`config.mk`:
```
export PLATFORM = sky130hd
export DESIGN_NAME = pdc_top
export DESIGN_NICKNAME = d
export VERILOG_FILES = /design/src/hw/pdc_pkg.sv /design/src/hw/pdc_dual_mod_div.sv /design/src/hw/pdc_top.sv
export VERILOG_INCLUDE_DIRS = /design/src /design/src/hw
export SDC_FILE = /design/constraint.sdc
export NUM_CORES = 1
export LEC_CHECK = 0
export BUFFER_PORTS_ARGS = -buffer_cell sky130_fd_sc_hd__buf_2
export CAP_MARGIN = 30
export CELL_PAD_IN_SITES_DETAIL_PLACEMENT = 2
export CELL_PAD_IN_SITES_GLOBAL_PLACEMENT = 2
export CORE_MARGIN = 5
export CORE_UTILIZATION = 40
export DETAILED_ROUTE_END_ITERATION = 8
export PLACE_DENSITY_LB_ADDON = 0.1
export SLEW_MARGIN = 20
export SYNTH_ARGS = -nofsm -noshare
export SYNTH_HDL_FRONTEND = slang
export SYNTH_SLANG_ARGS = --single-unit
```
`constraint.sdc`:
```
create_clock -name clock -period 14.93 [get_ports clock]
set_input_delay 0 -clock clock [delete_from_list [all_inputs] [get_ports clock]]
set_output_delay 0 -clock clock [all_outputs]
set_load 0.01 [all_outputs]
```
`src/hw/pdc_defs.svh`:
```
// constants for the dual synthesizer divider chain
// assumes: included by its bare name from the package, top and checker files
`ifndef PDC_DEFS_SVH
`define PDC_DEFS_SVH

// ========================================================
// serial word and latch selection
`define PDC_WORD_W 24
`define PDC_DEST_IF_R 2'h0
`define PDC_DEST_IF_N 2'h1
`define PDC_DEST_RF_R 2'h2
`define PDC_DEST_RF_N 2'h3
`define PDC_LATCH_RST 24'h000000

// ========================================================
// register port offsets
`define PDC_ADDR_W 3
`define PDC_ADDR_IF_R 3'h0
`define PDC_ADDR_IF_N 3'h1
`define PDC_ADDR_RF_R 3'h2
`define PDC_ADDR_RF_N 3'h3
`define PDC_ADDR_STATUS 3'h4

// ========================================================
// field positions inside the latches
`define PDC_SHARED_BIT 23
`define PDC_FRAC16_BIT 22
`define PDC_IF_POL_BIT 18
`define PDC_RF_POL_BIT 17
`define PDC_R_HI 16
`define PDC_R_LO 2
`define PDC_IF_A_HI 4
`define PDC_IF_A_LO 2
`define PDC_IF_B_HI 16
`define PDC_IF_B_LO 5
`define PDC_FRAC_HI 5
`define PDC_FRAC_LO 2
`define PDC_RF_A_LO 6
`define PDC_HB_A_HI 10
`define PDC_HB_B_HI 20
`define PDC_HB_B_LO 11
`define PDC_LB_A_HI 9
`define PDC_LB_B_HI 19
`define PDC_LB_B_LO 10
`define PDC_RF_PS_BIT 21

// ========================================================
// prescaler bases and fraction denominators
`define PDC_PRE_W 6
`define PDC_HB_PRE_LO 6'h10
`define PDC_HB_PRE_HI 6'h20
`define PDC_LB_PRE_LO 6'h08
`define PDC_LB_PRE_HI 6'h10
`define PDC_IF_PRE 6'h08
`define PDC_DEN_15 5'h0f
`define PDC_DEN_16 5'h10

`endif

```
`src/hw/pdc_pkg.sv`:
```
// types shared by the divider chain design files
// assumes: pdc_defs.svh sits beside it
package pdc_pkg;
  `include "pdc_defs.svh"

  typedef logic [`PDC_WORD_W-1:0] pdc_latch_t;

  // phase detector state, one-hot
  typedef enum logic [2:0] {
    PDC_PFD_IDLE = 3'b001,
    PDC_PFD_UP = 3'b010,
    PDC_PFD_DOWN = 3'b100
  } pdc_pfd_e;
endpackage : pdc_pkg

```
`src/hw/pdc_dual_mod_div.sv`:
```
// dual-modulus feedback divider: prescaler, swallow and main counters
// assumes: vco_tick is a one-cycle pulse per vco edge, main >= swallow
`timescale 1ns/10ps
module pdc_dual_mod_div #(
  parameter int A_W = 5,
  parameter int B_W = 10,
  parameter int P_W = 6
) (
  input wire logic clock,
  input wire logic reset,
  input wire logic vco_tick,
  input wire logic [P_W-1:0] modulus_base,
  input wire logic [A_W-1:0] a_value,
  input wire logic [B_W-1:0] b_value,
  input wire logic extra_swallow,
  output logic cycle_pulse
);
  logic [P_W-1:0] pre_q;
  logic [A_W:0] a_q;
  logic [B_W-1:0] b_q;
  logic [P_W-1:0] pre_last;
  logic pre_out;

  // swallow counter holds the prescaler at P+1 until it runs out
  assign pre_last = (a_q != '0) ? modulus_base : modulus_base - 1'b1;
  assign pre_out = vco_tick && (pre_q == pre_last);

  always_ff @(posedge clock or posedge reset) begin
    if (reset) begin
      pre_q <= '0;
    end else if (pre_out) begin
      pre_q <= '0;
    end else if (vco_tick) begin
      pre_q <= pre_q + 1'b1;
    end
  end

  // one extra swallow stretches the next cycle by a single vco period
  always_ff @(posedge clock or posedge reset) begin
    if (reset) begin
      a_q <= '0;
      b_q <= '0;
      cycle_pulse <= 1'b0;
    end else begin
      cycle_pulse <= 1'b0;
      if (pre_out) begin
        if (b_q <= {{(B_W-1){1'b0}}, 1'b1}) begin
          a_q <= {1'b0, a_value} + (A_W+1)'(extra_swallow);
          b_q <= b_value;
          cycle_pulse <= 1'b1;
        end else begin
          b_q <= b_q - 1'b1;
          if (a_q != '0) begin
            a_q <= a_q - 1'b1;
          end
        end
      end
    end
  end
endmodule : pdc_dual_mod_div

```
`src/hw/pdc_top.sv`:
```
// dual synthesizer divider chain: references, feedback, fraction, detectors
// assumes: all pins synchronous to clock, edges seen as level changes
//
// What this block does
// - shared select high drives both reference dividers from one input
// - separate mode: primary feeds IF reference, secondary feeds RF
// - each reference divider is 15 bits, ratio 3 to 32767
// - high band RF divider: 5-bit swallow, 10-bit main, 4-bit fraction
// - high band ranges 1056-32767 at 32/33, 272-16399 at 16/17
// - low band RF divider: 4-bit swallow, 10-bit main, 4-bit fraction
// - low band ranges 72-8199 at 8/9, 272-16383 at 16/17
// - IF divider: 3-bit swallow, 12-bit main, range 56 to 32767
// - IF feedback divides by integers only, no fraction logic
// - prescaler clocks swallow and main; swallow steers the modulus
// - RF modulus selectable per band; IF prescaler fixed 8/9
// - fraction has 4-bit numerator, denominator 15 or 16
// - accumulator overflow swallows one extra vco cycle
// - feedback edge delayed by accumulated fractional phase
// - locked RF vco runs at integer plus fraction times comparison
// - each detector compares own reference and own feedback
// - detector drives pump; polarity bit swaps up and down
// - serial words enter MSB first on rising clock, 24 bits
// - low two bits choose which of four latches is written
// - rising load strobe copies the word into the chosen latch
`timescale 1ns/10ps
`include "pdc_defs.svh"
module pdc_top
  import pdc_pkg::*;
#(
  parameter bit HIGH_BAND = 1'b1,
  parameter int R_W = 15,
  parameter int FRAC_W = 4
) (
  input wire logic clock,
  input wire logic reset,
  input wire logic reference_input_primary,
  input wire logic reference_input_secondary,
  input wire logic rf_vco_input,
  input wire logic if_vco_input,
  input wire logic serial_clock,
  input wire logic serial_data,
  input wire logic load_strobe,
  input wire logic [`PDC_ADDR_W-1:0] address,
  input wire logic [`PDC_WORD_W-1:0] write_data,
  input wire logic write_strobe,
  input wire logic read_strobe,
  output logic [`PDC_WORD_W-1:0] read_data,
  output logic rf_pump_output_up,
  output logic rf_pump_output_down,
  output logic if_pump_output_up,
  output logic if_pump_output_down
);
  import pdc_pkg::*;

  localparam int RF_A_W = HIGH_BAND ? 5 : 4;
  localparam int RF_A_PORT = 5;
  localparam int RF_B_W = 10;
  localparam int IF_A_W = 3;
  localparam int IF_B_W = 12;
  localparam int DEN_W = FRAC_W + 1;

  // ========================================================
  // helpers
  function automatic logic pdc_rising(input logic now_v, input logic was_v);
    pdc_rising = now_v & ~was_v;
  endfunction : pdc_rising

  // ========================================================
  // pin edge detection
  logic prim_q;
  logic sec_q;
  logic rf_vco_q;
  logic if_vco_q;
  logic sclk_q;
  logic load_q;

  always_ff @(posedge clock or posedge reset) begin
    if (reset) begin
      prim_q <= 1'b0;
      sec_q <= 1'b0;
      rf_vco_q <= 1'b0;
      if_vco_q <= 1'b0;
      sclk_q <= 1'b0;
      load_q <= 1'b0;
    end else begin
      prim_q <= reference_input_primary;
      sec_q <= reference_input_secondary;
      rf_vco_q <= rf_vco_input;
      if_vco_q <= if_vco_input;
      sclk_q <= serial_clock;
      load_q <= load_strobe;
    end
  end

  logic prim_tick;
  logic sec_tick;
  logic rf_vco_tick;
  logic if_vco_tick;
  logic sclk_tick;
  logic load_tick;

  assign prim_tick = pdc_rising(reference_input_primary, prim_q);
  assign sec_tick = pdc_rising(reference_input_secondary, sec_q);
  assign rf_vco_tick = pdc_rising(rf_vco_input, rf_vco_q);
  assign if_vco_tick = pdc_rising(if_vco_input, if_vco_q);
  assign sclk_tick = pdc_rising(serial_clock, sclk_q);
  assign load_tick = pdc_rising(load_strobe, load_q);

  // ========================================================
  // serial shift register and latches
  pdc_latch_t shift_q;
  pdc_latch_t latch_q [4];

  always_ff @(posedge clock or posedge reset) begin
    if (reset) begin
      shift_q <= `PDC_LATCH_RST;
    end else if (sclk_tick) begin
      shift_q <= {shift_q[`PDC_WORD_W-2:0], serial_data};
    end
  end

  // a bus write in the same cycle as a load strobe wins its latch
  always_ff @(posedge clock or posedge reset) begin
    if (reset) begin
      for (int i = 0; i < 4; i++) begin
        latch_q[i] <= `PDC_LATCH_RST;
      end
    end else begin
      for (int i = 0; i < 4; i++) begin
        if (load_tick && (shift_q[1:0] == 2'(i))) begin
          latch_q[i] <= shift_q;
        end
        if (write_strobe && (address == 3'(i))) begin
          latch_q[i] <= write_data;
        end
      end
    end
  end

  pdc_latch_t if_r;
  pdc_latch_t if_n;
  pdc_latch_t rf_r;
  pdc_latch_t rf_n;

  assign if_r = latch_q[`PDC_DEST_IF_R];
  assign if_n = latch_q[`PDC_DEST_IF_N];
  assign rf_r = latch_q[`PDC_DEST_RF_R];
  assign rf_n = latch_q[`PDC_DEST_RF_N];

  logic shared_reference_select;
  logic frac_den16;
  logic if_detector_polarity;
  logic rf_detector_polarity;

  assign shared_reference_select = if_r[`PDC_SHARED_BIT];
  assign frac_den16 = if_r[`PDC_FRAC16_BIT];
  assign if_detector_polarity = if_r[`PDC_IF_POL_BIT];
  assign rf_detector_polarity = rf_r[`PDC_RF_POL_BIT];

  // ========================================================
  // reference dividers, index 0 is IF and 1 is RF
  logic [1:0] ref_tick;
  logic [R_W-1:0] ref_ratio [2];
  logic [R_W-1:0] ref_cnt_q [2];
  logic [1:0] ref_pulse_q;

  assign ref_tick[0] = prim_tick;
  assign ref_tick[1] = shared_reference_select ? prim_tick : sec_tick;
  assign ref_ratio[0] = if_r[`PDC_R_HI:`PDC_R_LO];
  assign ref_ratio[1] = rf_r[`PDC_R_HI:`PDC_R_LO];

  generate
    for (genvar g = 0; g < 2; g++) begin : g_ref
      always_ff @(posedge clock or posedge reset) begin
        if (reset) begin
          ref_cnt_q[g] <= '0;
          ref_pulse_q[g] <= 1'b0;
        end else begin
          ref_pulse_q[g] <= 1'b0;
          if (ref_tick[g]) begin
            if (ref_cnt_q[g] >= ref_ratio[g] - 1'b1) begin
              ref_cnt_q[g] <= '0;
              ref_pulse_q[g] <= 1'b1;
            end else begin
              ref_cnt_q[g] <= ref_cnt_q[g] + 1'b1;
            end
          end
        end
      end
    end
  endgenerate

  // ========================================================
  // RF feedback fields per band
  logic [RF_A_PORT-1:0] rf_a_value;
  logic [RF_B_W-1:0] rf_b_value;
  logic [`PDC_PRE_W-1:0] rf_pre_base;
  logic [FRAC_W-1:0] frac_num;

  always_comb begin
    if (HIGH_BAND) begin
      rf_a_value = rf_n[`PDC_HB_A_HI:`PDC_RF_A_LO];
      rf_b_value = rf_n[`PDC_HB_B_HI:`PDC_HB_B_LO];
    end else begin
      rf_a_value = {1'b0, rf_n[`PDC_LB_A_HI:`PDC_RF_A_LO]};
      rf_b_value = rf_n[`PDC_LB_B_HI:`PDC_LB_B_LO];
    end
  end

  always_comb begin
    if (HIGH_BAND) begin
      rf_pre_base = rf_n[`PDC_RF_PS_BIT] ? `PDC_HB_PRE_HI : `PDC_HB_PRE_LO;
    end else begin
      rf_pre_base = rf_n[`PDC_RF_PS_BIT] ? `PDC_LB_PRE_HI : `PDC_LB_PRE_LO;
    end
  end

  assign frac_num = rf_n[`PDC_FRAC_HI:`PDC_FRAC_LO];

  // ========================================================
  // fractional accumulator
  logic [FRAC_W-1:0] acc_q;
  logic overflow_q;
  logic rf_fb_pulse;
  logic [DEN_W-1:0] den;
  logic [DEN_W-1:0] acc_sum;

  assign den = frac_den16 ? `PDC_DEN_16 : `PDC_DEN_15;
  assign acc_sum = {1'b0, acc_q} + {1'b0, frac_num};

  // overflow stays up until the next divider reload consumes it
  always_ff @(posedge clock or posedge reset) begin
    if (reset) begin
      acc_q <= '0;
      overflow_q <= 1'b0;
    end else if (rf_fb_pulse) begin
      if (acc_sum >= den) begin
        acc_q <= FRAC_W'(acc_sum - den);
        overflow_q <= 1'b1;
      end else begin
        acc_q <= FRAC_W'(acc_sum);
        overflow_q <= 1'b0;
      end
    end
  end

  // ========================================================
  // feedback dividers
  // RF dual modulus with extra swallow
  pdc_dual_mod_div #(
    .A_W(RF_A_PORT),
    .B_W(RF_B_W),
    .P_W(`PDC_PRE_W)
  ) u_rf_div (
    .clock(clock),
    .reset(reset),
    .vco_tick(rf_vco_tick),
    .modulus_base(rf_pre_base),
    .a_value(rf_a_value),
    .b_value(rf_b_value),
    .extra_swallow(overflow_q),
    .cycle_pulse(rf_fb_pulse)
  );

  logic if_fb_pulse;

  pdc_dual_mod_div #(
    .A_W(IF_A_W),
    .B_W(IF_B_W),
    .P_W(`PDC_PRE_W)
  ) u_if_div (
    .clock(clock),
    .reset(reset),
    .vco_tick(if_vco_tick),
    .modulus_base(`PDC_IF_PRE),
    .a_value(if_n[`PDC_IF_A_HI:`PDC_IF_A_LO]),
    .b_value(if_n[`PDC_IF_B_HI:`PDC_IF_B_LO]),
    .extra_swallow(1'b0),
    .cycle_pulse(if_fb_pulse)
  );

  // ========================================================
  // phase delay stage on the RF feedback edge
  logic [FRAC_W-1:0] dly_q;
  logic dly_busy_q;
  logic rf_fb_delayed_q;

  // delay by accumulated phase in vco periods
  always_ff @(posedge clock or posedge reset) begin
    if (reset) begin
      dly_q <= '0;
      dly_busy_q <= 1'b0;
      rf_fb_delayed_q <= 1'b0;
    end else begin
      rf_fb_delayed_q <= 1'b0;
      if (rf_fb_pulse) begin
        if (acc_q == '0) begin
          rf_fb_delayed_q <= 1'b1;
          dly_busy_q <= 1'b0;
        end else begin
          dly_q <= acc_q;
          dly_busy_q <= 1'b1;
        end
      end else if (dly_busy_q && rf_vco_tick) begin
        if (dly_q == {{(FRAC_W-1){1'b0}}, 1'b1}) begin
          rf_fb_delayed_q <= 1'b1;
          dly_busy_q <= 1'b0;
        end
        dly_q <= dly_q - 1'b1;
      end
    end
  end

  // ========================================================
  // phase frequency detectors, index 0 is IF and 1 is RF
  logic [1:0] fb_pulse;
  logic [1:0] polarity;
  pdc_pfd_e pfd_q [2];
  pdc_pfd_e pfd_d [2];
  logic [1:0] up_q;
  logic [1:0] down_q;

  assign fb_pulse[0] = if_fb_pulse;
  assign fb_pulse[1] = rf_fb_delayed_q;
  assign polarity[0] = if_detector_polarity;
  assign polarity[1] = rf_detector_polarity;

  generate
    for (genvar g = 0; g < 2; g++) begin : g_pfd
      always_comb begin
        pfd_d[g] = pfd_q[g];
        unique case (pfd_q[g])
          PDC_PFD_IDLE: begin
            if (ref_pulse_q[g] && !fb_pulse[g]) begin
              pfd_d[g] = PDC_PFD_UP;
            end else if (fb_pulse[g] && !ref_pulse_q[g]) begin
              pfd_d[g] = PDC_PFD_DOWN;
            end
          end
          PDC_PFD_UP: begin
            if (fb_pulse[g]) begin
              pfd_d[g] = PDC_PFD_IDLE;
            end
          end
          PDC_PFD_DOWN: begin
            if (ref_pulse_q[g]) begin
              pfd_d[g] = PDC_PFD_IDLE;
            end
          end
          default: begin
            pfd_d[g] = PDC_PFD_IDLE;
          end
        endcase
      end

      always_ff @(posedge clock or posedge reset) begin
        if (reset) begin
          pfd_q[g] <= PDC_PFD_IDLE;
          up_q[g] <= 1'b0;
          down_q[g] <= 1'b0;
        end else begin
          pfd_q[g] <= pfd_d[g];
          up_q[g] <= polarity[g] ? (pfd_d[g] == PDC_PFD_UP)
                                 : (pfd_d[g] == PDC_PFD_DOWN);
          down_q[g] <= polarity[g] ? (pfd_d[g] == PDC_PFD_DOWN)
                                   : (pfd_d[g] == PDC_PFD_UP);
        end
      end
    end
  endgenerate

  assign if_pump_output_up = up_q[0];
  assign if_pump_output_down = down_q[0];
  assign rf_pump_output_up = up_q[1];
  assign rf_pump_output_down = down_q[1];

  // ========================================================
  // register read port
  always_ff @(posedge clock or posedge reset) begin
    if (reset) begin
      read_data <= '0;
    end else if (read_strobe) begin
      unique case (address)
        `PDC_ADDR_IF_R: read_data <= if_r;
        `PDC_ADDR_IF_N: read_data <= if_n;
        `PDC_ADDR_RF_R: read_data <= rf_r;
        `PDC_ADDR_RF_N: read_data <= rf_n;
        `PDC_ADDR_STATUS: begin
          read_data <= {14'h0000, overflow_q, dly_busy_q, acc_q,
                        down_q, up_q};
        end
        default: read_data <= '0;
      endcase
    end else begin
      read_data <= '0;
    end
  end
endmodule : pdc_top

```
==> results.yml <==
finish:
  syn2layout_area_growth_pct: 16.7
  nFillCells: 3549
  multi_input_area_mm2: 0.00690
  layout.cells.non_filler: 1951
  nNetsFinal: 1576
  num_antenna_cells: 0
  regArea_mm2: 0.00623
  drive_gt1_share_pct: 12.6
yosys:
  synth_cells: 1395
  syn-num-nets: 1492
  yosys_warnings: 0
  synth_ff_type: "dfrtp_1"
  yosysUniqueCellTypes: 62
  synth_enable_flop_cells: 0
  synth_area_per_cell_um2: 9.69
  synth_area_mm2: 0.0135
  yosysSeqAreaShare_pct: 46.1
  synth_seq_cells: 249
  synthArstFlopShare_pct: 100
critical_path:
  max_stage_delay_ns: 0.70
  reg2reg_depth: 13
  cpMaxStageDelayCell: "a21oi_1"
  rrSetupSlack_ns: 11.02
  cp_max_fo: 11
  worstSetupEndpointType: "register"
  startpoint_type: "register"
  worstPathArrival_ns: 4.40
  worstSetupPathType: "reg2reg"
  path_common_cell: "nor2_1"
  cp.required_ns: 15.42
  r2r_start: "rf_r[4]$_DFFE_PP0P_"
  r2r-end: "ref_cnt_q[14]$_DFFE_PP0P_"
  path_cells: "nor4_1, nand2_1, nor3_1, nand2b_1, nor2_1, xnor2_1, ha_1, a211oi_1, o21ai_0, a21o_1, a21oi_1, nor2_1, nor2_1"
timing:
  slew_violations: 0
  rsz0062_at_grt: "false"
  hold_viol: 0
  fin_crit_ns: 3.91
  finalSetupViolCount: 0
  hold_ws_ns: 0.0454
  min_period_over_period_pct: 26.2
  relSlewSlack_pct: 32.5
  fmax_mhz: 256
  worst_slew_pin_slew_ns: 1.01
  setup-tns-final_ns: 0
  fin_skew_ns: 0.0143
worst_hold_path:
  hold_start: "write_strobe"
  min_path_type: "in2reg"
  hold_depth: 3
  hold_end: "rf_n[18]$_DFFE_PP0P_"
routing:
  drt-vias-per-instance: 5.76
  drc: 0
  drtAntennaViolNets: 0
  wire_per_inst_um: 23.6
  drtPass1Iterations: 5
  vias: 11200
  wirelength_mm: 46.1
  drt_iter0_drc: 485
power:
  peakVddDrop_mv: 0.0873
  leakage_nw: 7.16
  p_per_area_mw_per_mm2: 164
placed_design:
  numPlacedInstances: 1860
  port-buffer-count: 65
  finalWeightedCongestion: 0.815
  hpwl_mm: 31.4
die:
  dieWidth_um: 194
  dieArea_mm2: 0.0376
  die_height_um: 194
  core_area_mm2: 0.0334
  num_rows: 67
  initial_core_util_pct: 40.4
  pin_count: 66
grt:
  grt_first_pass_wirelength_mm: 73.5
  grt_start_max_net_pins: 133
  grt_usage_pct: 24.3
  antenna_found_initial: 0
  grt_pass1_vias: 12500
  overflow: 0
cts:
  cts_tree: "yes"
  cts.sinks: 249
  htree_levels: 1
  cts_root_buf: "clkbuf_16"
  clk_latency_ns: 0.58
  numCtsBuffers: 30
  cts_setup_buffers: 0
  cts.clk_slew.worst_paths_ns: 0.07
  clock_path_buffers: 3
status:
  status: "completed"
job:
  drv_cap: 0
timing repair:
action	4_1_cts	5_1_grt
hold buffers	33	0
resized for setup	0	0
hold endpoints to repair	236	0
layout make-up:
class	count	area share [%]
clock inverter	11	0.999
clock buffer	45	5.88
timing repair buffer	116	5.15
tap	448	3.55
inverter	49	1.21
multi-input combinational	1033	43.7
sequential	249	39.5
worst max-delay path, delay by kind of cell (launching register included):
kind / cells / cell delay (ns)
fa+ha+maj: 1 / 0.28
simple gates: 7 / 1.72
compound gates: 4 / 1.22
xor+xnor: 1 / 0.16
flops: 1 / 0.45
registers in the layout (all words and copies together), names as in the netlist, 10 cells and up:
signal        flops
if_r             24
u_if_div.b_q     12
if_n             24
rf_r             24
read_data        24
ref_cnt_q        30
shift_q          24
rf_n             24
u_rf_div.b_q     10
cell usage after synthesis (17+ instances only):
master,n,area share (%)
mux2_2,33,2.7
mux2i_1,118,8.7
ha_1,57,5.3
nor2b_1,17,0.79
clkbuf_1,48,1.3
xnor2_1,31,2.0
nand3_1,27,1.0
o22a_1,26,1.7
nand4_1,17,0.79
xor2_1,32,2.1
a22oi_1,29,1.6
inv_1,48,1.3
a21oi_1,78,2.9
nor3_1,35,1.3
nand2_1,143,4.0
dfrtp_1,247,46
nor2_1,131,3.6
o21ai_0,116,4.3
how the worst max path moves through the flow:
| stage | start | end | cells after the start |
|---|---|---|---|
| 6_report | rf_r[4]$_DFFE_PP0P_ | ref_cnt_q[14]$_DFFE_PP0P_ | 13 |
| 5_1_grt | rf_r[4]$_DFFE_PP0P_ | ref_cnt_q[14]$_DFFE_PP0P_ | 13 |
| 4_1_cts | rf_r[4]$_DFFE_PP0P_ | ref_cnt_q[14]$_DFFE_PP0P_ | 13 |
| 3_5_place_dp | rf_r[4]$_DFFE_PP0P_ | ref_cnt_q[11]$_DFFE_PP0P_ | 13 |
| 3_3_place_gp | rf_r[4]$_DFFE_PP0P_ | ref_cnt_q[13]$_DFFE_PP0P_ | 12 |
| 2_1_floorplan | reset | acc_q[0]$_DFFE_PP0P_ | 1 |
metal layers:
layer	wire length, um	track usage [%]	up-vias
li1	-	-	5131
met1	20300	31.8	5879
met2	22800	42.4	155
met3	1560	3.21	71
met4	1370	6.69	0
met5	0	0	-
where the power goes:
part	internal [W]	switching [W]	total [W]
sequential	0.000823	0.000227	0.00105
clock	0.000495	0.000307	0.000802
combinational	0.000323	0.000417	0.000739
cells in the final DEF (no fill, tap or decap), types with 12 or more instances in the layout:
cell           instances
nor3_1                35
nand2_1              143
nor2_1               131
ha_1                  57
clkbuf_16             31
a31oi_1               12
a22oi_1               29
inv_1                 47
nand4_1               17
buf_2                 65
mux2i_1              118
buf_4                 15
nand3_1               26
xnor2_1               31
dfrtp_1              247
dlygate4sd3_1         33
mux2_2                33
xor2_1                32
o22a_1                26
o21ai_0              116
nand2b_1              12
nor2b_1               16
a21oi_1               76
logic make-up after synthesis:
logic type	synth area share (%)
fa+ha+maj	5.57
mux	11.5
compound gates	14.3
flops	46.1
simple gates	15.1
buf+inv	3.28
xor+xnor	4.08
through the flow:
| stage | util (%) | worst slack [ns] | power [W] | instance area (um^2) |
|---|---|---|---|---|
| detailed placement | 42.9 | 11.03 | 0.00178 | 14400 |
| finish | 47.2 | 11.02 | 0.00259 | 15800 |
| global placement | 42.8 | 11.27 | 0.00172 | 14300 |
| global route | 47.2 | 10.60 | 0.00276 | 15800 |
| CTS | 47.1 | 10.94 | 0.00261 | 15800 |
| floorplan | - | 8.09 | 0.00149 | 13500 |
Note: power is estimated with default switching activity, not from simulation.
